===== src/hdl/smp_params.svh =====
// Constants of the symbol serializer and line coder core.
// Included by the package and by the design file; definitions only.
`ifndef SMP_PARAMS_SVH
`define SMP_PARAMS_SVH

`define SMP_SYM_BITS 5
`define SMP_SYM_RATE_MHZ 25
`define SMP_BIT_RATE_MHZ 125
`define SMP_BITS_PER_SYM (`SMP_BIT_RATE_MHZ / `SMP_SYM_RATE_MHZ)
`define SMP_LAST_PHASE 3'h4
`define SMP_CLK_HIGH_PHASES 3'h2
`define SMP_TX_PHASE_RST 3'h4
`define SMP_RX_PHASE_RST 3'h3
`define SMP_IDLE_SYM 5'h1f
`define SMP_FIFO_DEPTH 4
`define SMP_SD_WINDOW 5'h10

`endif


===== src/hdl/smp_pkg.sv =====
// Types shared by the symbol serializer and line coder core.
// Assumes smp_params.svh is on the include path.
`include "smp_params.svh"

package smp_pkg;

  // Three-level line state, one-hot; two zero states remember the next direction
  typedef enum logic [3:0] {
    SMP_LVL_ZP  = 4'b0001,
    SMP_LVL_POS = 4'b0010,
    SMP_LVL_ZN  = 4'b0100,
    SMP_LVL_NEG = 4'b1000
  } smp_level_t;

  typedef struct packed {
    logic pos;
    logic neg;
  } smp_line_t;

  typedef struct packed {
    logic [2:0] tx_phase;
    logic [`SMP_SYM_BITS-1:0] tx_shift;
    smp_level_t tx_level;
    smp_line_t line_out;
    logic tx_sym_clk;
    logic [2:0] rx_phase;
    logic [`SMP_SYM_BITS-1:0] rx_shift;
    logic [`SMP_SYM_BITS-1:0] rx_sym;
    logic rx_clk;
    smp_line_t rx_prev;
    logic [4:0] sd_count;
    logic sd;
  } smp_state_t;

endpackage


===== src/hdl/smp_phy.sv =====
// Symbol FIFO and top of the symbol serializer / MLT-3 line coder core.
// Assumes CORE_CLK is the bit clock and line inputs are already equalized levels.
//
// Behaviour
// - transmit takes one scrambled 5-bit symbol per symbol period, no further coding.
// - bit clock runs at five times the symbol clock; symbol clock is derived by division.
// - each symbol leaves serially, one bit per bit clock, no gaps between symbols.
// - serial transmit bits are MLT-3 coded before driving the line output.
// - receive decodes MLT-3 to NRZ and delivers scrambled 5-bit symbols.
// - received bits deserialize on recovered clock; divided clock goes out with symbols.
// - loopback input low selects loopback, high selects normal operation.
// - in loopback the coded transmit stream feeds the receive path.
// - signal detect is active only in 100 Mbit mode.
// - speed select low chooses 100 Mbit, high chooses 10 Mbit.
// - in 10 Mbit mode the line carries the legacy transmit input.
`timescale 1ns/1ps
`include "smp_params.svh"
`default_nettype none

// ****************************************
// Symbol FIFO
// ****************************************
module smp_fifo #(
  parameter int WIDTH = `SMP_SYM_BITS,
  parameter int DEPTH = `SMP_FIFO_DEPTH
) (
  // Clock and reset
  input wire logic clk,
  input wire logic rst,
  // Fill side
  input wire logic in_valid,
  input wire logic [WIDTH-1:0] in_data,
  output logic in_ready,
  // Drain side
  output logic out_valid,
  output logic [WIDTH-1:0] out_data,
  input wire logic out_ready
);
  localparam int AW = $clog2(DEPTH);

  typedef struct packed {
    logic [DEPTH-1:0][WIDTH-1:0] mem;
    logic [AW:0] count;
    logic [AW-1:0] rd;
    logic [AW-1:0] wr;
    logic ready;
  } smp_fifo_state_t;

  smp_fifo_state_t f;
  smp_fifo_state_t next_f;
  logic push;
  logic pop;

  assign push = in_valid && f.ready;
  assign pop = out_ready && (f.count != '0);
  assign in_ready = f.ready;
  assign out_valid = (f.count != '0);
  assign out_data = f.mem[f.rd];

  always_comb begin
    next_f = f;
    if (push) begin
      next_f.mem[f.wr] = in_data;
      next_f.wr = (f.wr == AW'(DEPTH - 1)) ? '0 : f.wr + 1'b1;
    end
    if (pop) begin
      next_f.rd = (f.rd == AW'(DEPTH - 1)) ? '0 : f.rd + 1'b1;
    end
    next_f.count = f.count + (AW+1)'(push) - (AW+1)'(pop);
    next_f.ready = (next_f.count < (AW+1)'(DEPTH));
  end

  always_ff @(posedge clk or posedge rst) begin
    if (rst) begin
      f <= '0;
      f.ready <= 1'b1;
    end else begin
      f <= next_f;
    end
  end
endmodule

// ****************************************
// Top
// ****************************************
module smp_phy (
  // Clock and reset
  input wire logic CORE_CLK,
  input wire logic RST,
  // Transmit symbols
  input wire logic [`SMP_SYM_BITS-1:0] TX_SYMBOL_IN,
  input wire logic TX_SYMBOL_VALID,
  output logic TX_READY,
  output logic TX_SYMBOL_CLOCK,
  // Receive symbols
  output logic [`SMP_SYM_BITS-1:0] RX_SYMBOL_OUT,
  output logic RX_RECOVERED_CLOCK,
  // Line
  input wire smp_pkg::smp_line_t LINE_IN,
  input wire smp_pkg::smp_line_t LEGACY_TX_IN,
  output smp_pkg::smp_line_t LINE_OUT,
  // Control and status
  input wire logic LOOPBACK_N,
  input wire logic SPEED_SELECT,
  output logic SIGNAL_DETECT_OUT
);

  smp_pkg::smp_state_t s;
  smp_pkg::smp_state_t next_s;
  logic fifo_valid;
  logic [`SMP_SYM_BITS-1:0] fifo_data;
  logic load;
  logic tx_bit;
  logic nrz;
  smp_pkg::smp_line_t rx_level;

  // ****************************************
  // Helpers
  // ****************************************
  function automatic smp_pkg::smp_level_t mlt3_step(smp_pkg::smp_level_t lv, logic b);
    mlt3_step = lv;
    if (b) begin
      unique case (lv)
        smp_pkg::SMP_LVL_ZP: mlt3_step = smp_pkg::SMP_LVL_POS;
        smp_pkg::SMP_LVL_POS: mlt3_step = smp_pkg::SMP_LVL_ZN;
        smp_pkg::SMP_LVL_ZN: mlt3_step = smp_pkg::SMP_LVL_NEG;
        smp_pkg::SMP_LVL_NEG: mlt3_step = smp_pkg::SMP_LVL_ZP;
        default: mlt3_step = smp_pkg::SMP_LVL_ZP;
      endcase
    end
  endfunction

  function automatic smp_pkg::smp_line_t level_pins(smp_pkg::smp_level_t lv);
    level_pins.pos = (lv == smp_pkg::SMP_LVL_POS);
    level_pins.neg = (lv == smp_pkg::SMP_LVL_NEG);
  endfunction

  function automatic logic [2:0] phase_next(logic [2:0] p);
    phase_next = (p == `SMP_LAST_PHASE) ? 3'h0 : p + 3'h1;
  endfunction

  smp_fifo #(
    .WIDTH(`SMP_SYM_BITS),
    .DEPTH(`SMP_FIFO_DEPTH)
  ) u_fifo (
    .clk(CORE_CLK),
    .rst(RST),
    .in_valid(TX_SYMBOL_VALID),
    .in_data(TX_SYMBOL_IN),
    .in_ready(TX_READY),
    .out_valid(fifo_valid),
    .out_data(fifo_data),
    .out_ready(load)
  );

  // ****************************************
  // Datapath
  // ****************************************
  assign load = (s.tx_phase == `SMP_LAST_PHASE);
  assign tx_bit = s.tx_shift[`SMP_SYM_BITS-1];
  // Loopback feeds the coded transmit level straight into the receiver
  assign rx_level = LOOPBACK_N ? LINE_IN : level_pins(s.tx_level);
  assign nrz = (rx_level != s.rx_prev);

  always_comb begin
    next_s = s;
    next_s.tx_phase = phase_next(s.tx_phase);
    if (load) begin
      next_s.tx_shift = fifo_valid ? fifo_data : `SMP_IDLE_SYM;
    end else begin
      next_s.tx_shift = {s.tx_shift[`SMP_SYM_BITS-2:0], 1'b0};
    end
    next_s.tx_level = mlt3_step(s.tx_level, tx_bit);
    next_s.line_out = SPEED_SELECT ? LEGACY_TX_IN : level_pins(next_s.tx_level);
    next_s.tx_sym_clk = (next_s.tx_phase < `SMP_CLK_HIGH_PHASES);
    next_s.rx_prev = rx_level;
    next_s.rx_phase = phase_next(s.rx_phase);
    next_s.rx_shift = {s.rx_shift[`SMP_SYM_BITS-2:0], nrz};
    if (s.rx_phase == `SMP_LAST_PHASE) begin
      next_s.rx_sym = {s.rx_shift[`SMP_SYM_BITS-2:0], nrz};
    end
    next_s.rx_clk = (next_s.rx_phase < `SMP_CLK_HIGH_PHASES);
    if (nrz) begin
      next_s.sd_count = 5'h0;
    end else if (s.sd_count != `SMP_SD_WINDOW) begin
      next_s.sd_count = s.sd_count + 5'h1;
    end
    next_s.sd = !SPEED_SELECT && (next_s.sd_count != `SMP_SD_WINDOW);
  end

  always_ff @(posedge CORE_CLK or posedge RST) begin
    if (RST) begin
      s <= '0;
      // First symbol clock edge comes with the first load; no short first period
      // Receive framing trails transmit by one bit, so looped symbols land aligned
      s.tx_phase <= `SMP_TX_PHASE_RST;
      s.rx_phase <= `SMP_RX_PHASE_RST;
      s.tx_shift <= `SMP_IDLE_SYM;
      s.tx_level <= smp_pkg::SMP_LVL_ZP;
      s.sd_count <= `SMP_SD_WINDOW;
    end else begin
      s <= next_s;
    end
  end

  assign TX_SYMBOL_CLOCK = s.tx_sym_clk;
  assign RX_SYMBOL_OUT = s.rx_sym;
  assign RX_RECOVERED_CLOCK = s.rx_clk;
  assign LINE_OUT = s.line_out;
  assign SIGNAL_DETECT_OUT = s.sd;
endmodule

`default_nettype wire


===== config.mk =====
export PLATFORM = sky130hd
export DESIGN_NAME = smp_phy
export DESIGN_NICKNAME = d
export VERILOG_FILES = /design/src/hdl/smp_pkg.sv /design/src/hdl/smp_phy.sv
export VERILOG_INCLUDE_DIRS = /design/src /design/src/hdl
export SDC_FILE = /design/constraint.sdc
export NUM_CORES = 1
export LEC_CHECK = 0
export ABC_CLOCK_PERIOD_IN_PS = 2280
export BUFFER_PORTS_ARGS = -buffer_cell sky130_fd_sc_hd__clkbuf_2
export CAP_MARGIN = 20
export CORE_ASPECT_RATIO = 0.75
export CORE_MARGIN = 2
export CORE_UTILIZATION = 53
export DETAILED_ROUTE_END_ITERATION = 10
export MAX_ROUTING_LAYER = met4
export PLACE_DENSITY = 0.75
export SYNTH_ARGS = -nofsm -noshare
export SYNTH_HDL_FRONTEND = slang
export SYNTH_SLANG_ARGS = --single-unit

===== constraint.sdc =====
create_clock -name CORE_CLK -period 2.28 [get_ports CORE_CLK]
set_input_delay 0 -clock CORE_CLK [delete_from_list [all_inputs] [get_ports CORE_CLK]]
set_output_delay 0 -clock CORE_CLK [all_outputs]
set_load 0.005 [all_outputs]

Word-level counts from Yosys, hierarchy flattened. Cells that the tools add are included.

Add/subtract/negate cells: 7. Order comparisons: 6. Equality and inequality tests: 13. Mux-type cells: 17. Reductions and logical operators: 6.

Operators by type and width (number): $mux W5 (6); $bwmux W20 (1); $pmux W4 S3 (1); $bmux W5 S2 (1); $demux W5 S2 (1); $ne A5 B5 Y1 const B (2); $eq A4 B2 Y1 const B (2); $eq A4 B4 Y1 const B (2); $mux W2 (4); $add A3 B1 Y3 const B (2); $eq A3 B3 Y1 const B (2); $lt A2 B3 Y1 const B (2); $lt A3 B2 Y1 const B (2); $mux W3 (2); $add A5 B1 Y5 const B (1); $add A2 B1 Y2 const B (2); $eq A2 B2 Y1 const B (2); $eq A4 B1 Y1 const B (1); $eq A4 B3 Y1 const B (1); $logic_and A1 B1 Y1 (4); $mux W4 (1); $add A3 B1 Y3 (1); $lt A3 B3 Y1 const B (1); $reduce_bool A3 Y1 (1); 4 further kinds (4).

Register bits: 64.

Depth between registers and ports, before layout.
Word-level depth: 6. Gate-level depth with buffers: 15.

Modules after synthesis. From an unflattened synthesis, not the netlist that was laid out.

Cell total of the unflattened synthesis: 216. Area, all modules: 2886.5 um^2.

Modules (own cells, without submodules): smp_phy (times used 1, cells each 131, area each 1570.3 um^2); smp_fifo (times used 1, cells each 85, area each 1316.3 um^2).

Worst setup path before layout. Ideal clock, no wire load.

Path kind: flip-flop to flip-flop. From: register s[34] (netlist name). To: register u_fifo.f (netlist bit u_fifo.in_ready). Library setup time: 0.079 ns. Arrival time: 2.459 ns. Required time: 2.201 ns. Slack: -0.258 ns. Cell stages (with the launch flop): 16. Period minus slack after synthesis: 2.538 ns. Cells stage by stage: dfrtp_1 -> inv_1 -> ha_1 -> and2_1 -> clkbuf_1 -> nand2b_1 -> clkbuf_1 -> inv_1 -> ha_1 -> inv_1 -> ha_1 -> inv_1 -> fa_1 -> xnor2_1 -> xnor2_1 -> inv_1.

RTL lines: start, declared (line smp_phy.sv:108) `smp_pkg::smp_state_t s;`; start signal, assigned (line smp_phy.sv:202) `s <= next_s;`; end signal, assigned (line smp_phy.sv:78) `f <= next_f;`; end, declared (line smp_phy.sv:49) `smp_fifo_state_t f;`.

==> impl_metrics.json <==
{
  "status": "finished, final reports clean",
  "die_w_um": 90.41,
  "startpoint": "s[34]",
  "clkSlewWorstSetupHoldPaths_ns": 0.07,
  "relSlewSlack_pct": 72.46,
  "critPathSlowestCell": "dfrtp_1",
  "final_antenna_net_count": 0,
  "vias_per_cell": 5.163,
  "rows": 23,
  "yosys.area.top_type": "dfrtp_1",
  "r2r_slack_ns": 0.11,
  "initial_utilization_pct": 55.15,
  "ys.flop_type": "dfrtp_1",
  "synth_top_area_share_pct": 44.69,
  "cts_root_buf": "clkbuf_8",
  "nets": 304,
  "grt_pass1_vias": 1812,
  "clock.fmax_ghz": 0.4604,
  "drc": 0,
  "ys_seq_area_share_pct": 54.43,
  "drt_iter0_drc": 122,
  "ir_drop_uv": 660.8,
  "required_ns": 2.55,
  "gr-usage-all-layers_pct": 19.46,
  "path_buf_inv": 5,
  "p_total_mw": 4.364,
  "crit_type": "flop to flop",
  "gr-total-overflow": 0,
  "cap_viol_max_count": 0,
  "path_cells": "inv_1 -> ha_2 -> and2_4 -> nand2b_1 -> inv_4 -> ha_4 -> inv_2 -> ha_4 -> inv_2 -> fa_2 -> xnor2_2 -> xnor2_2 -> inv_1",
  "crit_fanout": 3,
  "max_stage_delay_ns": 0.39,
  "grt_max_degree": 65,
  "vias": 1838,
  "ys_ff_latch": 64,
  "area_growth_pct": 20.07,
  "wl_per_cell_um": 14.23,
  "synth_fp_nets": 261,
  "totalWireLength_mm": 5.066,
  "yosys_warnings": 0,
  "cts.sink_count": 64,
  "holdWs_ns": 0.06574,
  "cts_max_level": 3,
  "cts_tree": "yes",
  "core_region_area_um2": 5381,
  "skew_ns": 0.009845,
  "syn_area_per_cell_um2": 12.74,
  "synth-edff-count": 0,
  "syn_inst": 233,
  "dp_slack_ns": 0.06588,
  "min_from": "LOOPBACK_N",
  "antenna_found_initial": 0,
  "multi_input_area_um2": 1271,
  "die_h_um": 68.81,
  "pin_count": 25,
  "die-area_um2": 6220,
  "period_needed_ns": 2.172,
  "cts_buffers": 9,
  "crit_path_end_kind": "flop",
  "finalHoldViolCount": 0,
  "post-route-util_pct": 66.22,
  "async_flop_share_pct": 100.0,
  "post-route-period-util_pct": 95.27,
  "r2r_start": "s[34]",
  "final_area_um2": 3563,
  "port_buffers": 24,
  "grt_pass1_wl_mm": 8.625,
  "antenna_cells": 0,
  "worstPathArrival_ns": 2.45,
  "placed_area_um2": 3183,
  "cts_buffer_depth": 2,
  "layout-drive-gt1-share_pct": 36.65,
  "finalSetupViolations": 0,
  "synth.most_common_cell": "dfrtp_1",
  "clk_latency_ns": 0.35,
  "worst_slew_pin_slew_ns": 0.4074,
  "netlist-cell-type-count": 47,
  "drt_pass1_iterations": 4,
  "fillCellCount": 421,
  "leakage_nw": 1.563,
  "worstSetupStartpointType": "flop",
  "drv_slew": 0,
  "gp_congestion": 0.7954,
  "synth.cell_area_um2": 2968,
  "post-dp-hpwl_mm": 3.471,
  "synthTopCellsByCount": "53 x dfrtp_1, 27 x mux2_2, 16 x inv_1",
  "critPathTopFamily": "adder cells",
  "hp-class": "primary input to flop",
  "seqCellArea_um2": 1615,
  "setup_slack_ns": 0.1079,
  "netlist_top_cells_area": "dfrtp_1 45%, mux2_2 10%, dfstp_2 9.7%",
  "pwr_density_cell_nw_per_um2": 1225
}
cells by family (layout without fill, tap and decap cells):
| family | after synthesis | in the layout | synth area share, % |
|---|---|---|---|
| and+or+nand+nor | 54 | 54 | 10.12 |
| adders and majority gates | 14 | 14 | 6.155 |
| AOI/OAI and AO/OA | 32 | 32 | 7.968 |
| buffers and inverters | 28 | 76 | 4.511 |
| DFF | 64 | 64 | 54.43 |
| muxes | 34 | 34 | 14.76 |
| xor gates and xnor gates | 7 | 7 | 2.066 |
cell usage in the layout, fill, tap and decap left out, types with 10 or more instances in the layout:
cell type      Yosys  routed
dfrtp_1           53      53
mux2_2            27      27
clkbuf_2           0      24
dlygate4sd3_1      0      16
nand2_1           12      12
inv_1             16      12
dfstp_2           11      11
nor2_1            10      10
ha_1              13      10
clkbuf_8           0      10
path summary, 6_finish.rpt:
kind,endpoint,cells after the start
hold reg to reg,next_s[18],0
min in group asynchronous,u_fifo.f[15],4
hold / removal,s[5],3
max in group asynchronous,s[36],4
setup reg to reg,u_fifo.in_ready,13
setup / recovery,u_fifo.in_ready,13
state kept, by name, summed over array words and instances, names as in the netlist:
name                cells
SIGNAL_DETECT_OUT       1
LINE_OUT                2
RX_SYMBOL_OUT           5
s                      22
next_s                  4
RX_RECOVERED_CLOCK      1
TX_SYMBOL_CLOCK         1
u_fifo.in_ready         1
u_fifo.f               27
per-layer routing:
| layer | wire length, um | track usage (%) | vias to the layer above |
|---|---|---|---|
| met5 | 0 | - | - |
| met4 | 61 | 7.115 | 0 |
| met3 | 216 | 8.478 | 7 |
| met2 | 2253 | 28.10 | 36 |
| met1 | 2536 | 24.73 | 894 |
| li1 | - | - | 901 |
through the flow:
stage | std cells | setup TNS, ns
5_1_grt | 356 | -0.03321
3_3_place_gp | 323 | 0
4_1_cts | 355 | 0
3_5_place_dp | 323 | 0
6_report | 356 | 0
2_1_floorplan | 233 | -0.002325
layout make-up:
type,instances,area share (%)
tap,75,2.633
clock inverter,5,1.580
sequential,64,45.33
multi-input combinational,141,35.67
timing repair buffer,44,9.059
inverter,16,1.756
clock buffer,11,3.968
power breakdown:
part	switching [mW]	internal [mW]	leakage (nW)
clock	0.429	0.532	0.0993
sequential	0.344	1.56	0.759
combinational	0.628	0.869	0.705
total	1.40	2.96	1.56
worst reg2reg max path, cell delays in order, from the launching register on:
cell,delay (ns)
dfrtp_1,0.39
inv_1,0.07
ha_2,0.17
and2_4,0.14
nand2b_1,0.10
inv_4,0.08
ha_4,0.19
inv_2,0.06
ha_4,0.11
inv_2,0.03
fa_2,0.36
xnor2_2,0.19
xnor2_2,0.14
inv_1,0.06
repair_timing:
action,in CTS,in global routing
endpoints found under the setup margin,0,2
hold buffers,16,0
hold endpoints to repair,89,0
setup buffers,0,1
gates resized for setup,0,3
Note: power is estimated with default switching activity, not from simulation.
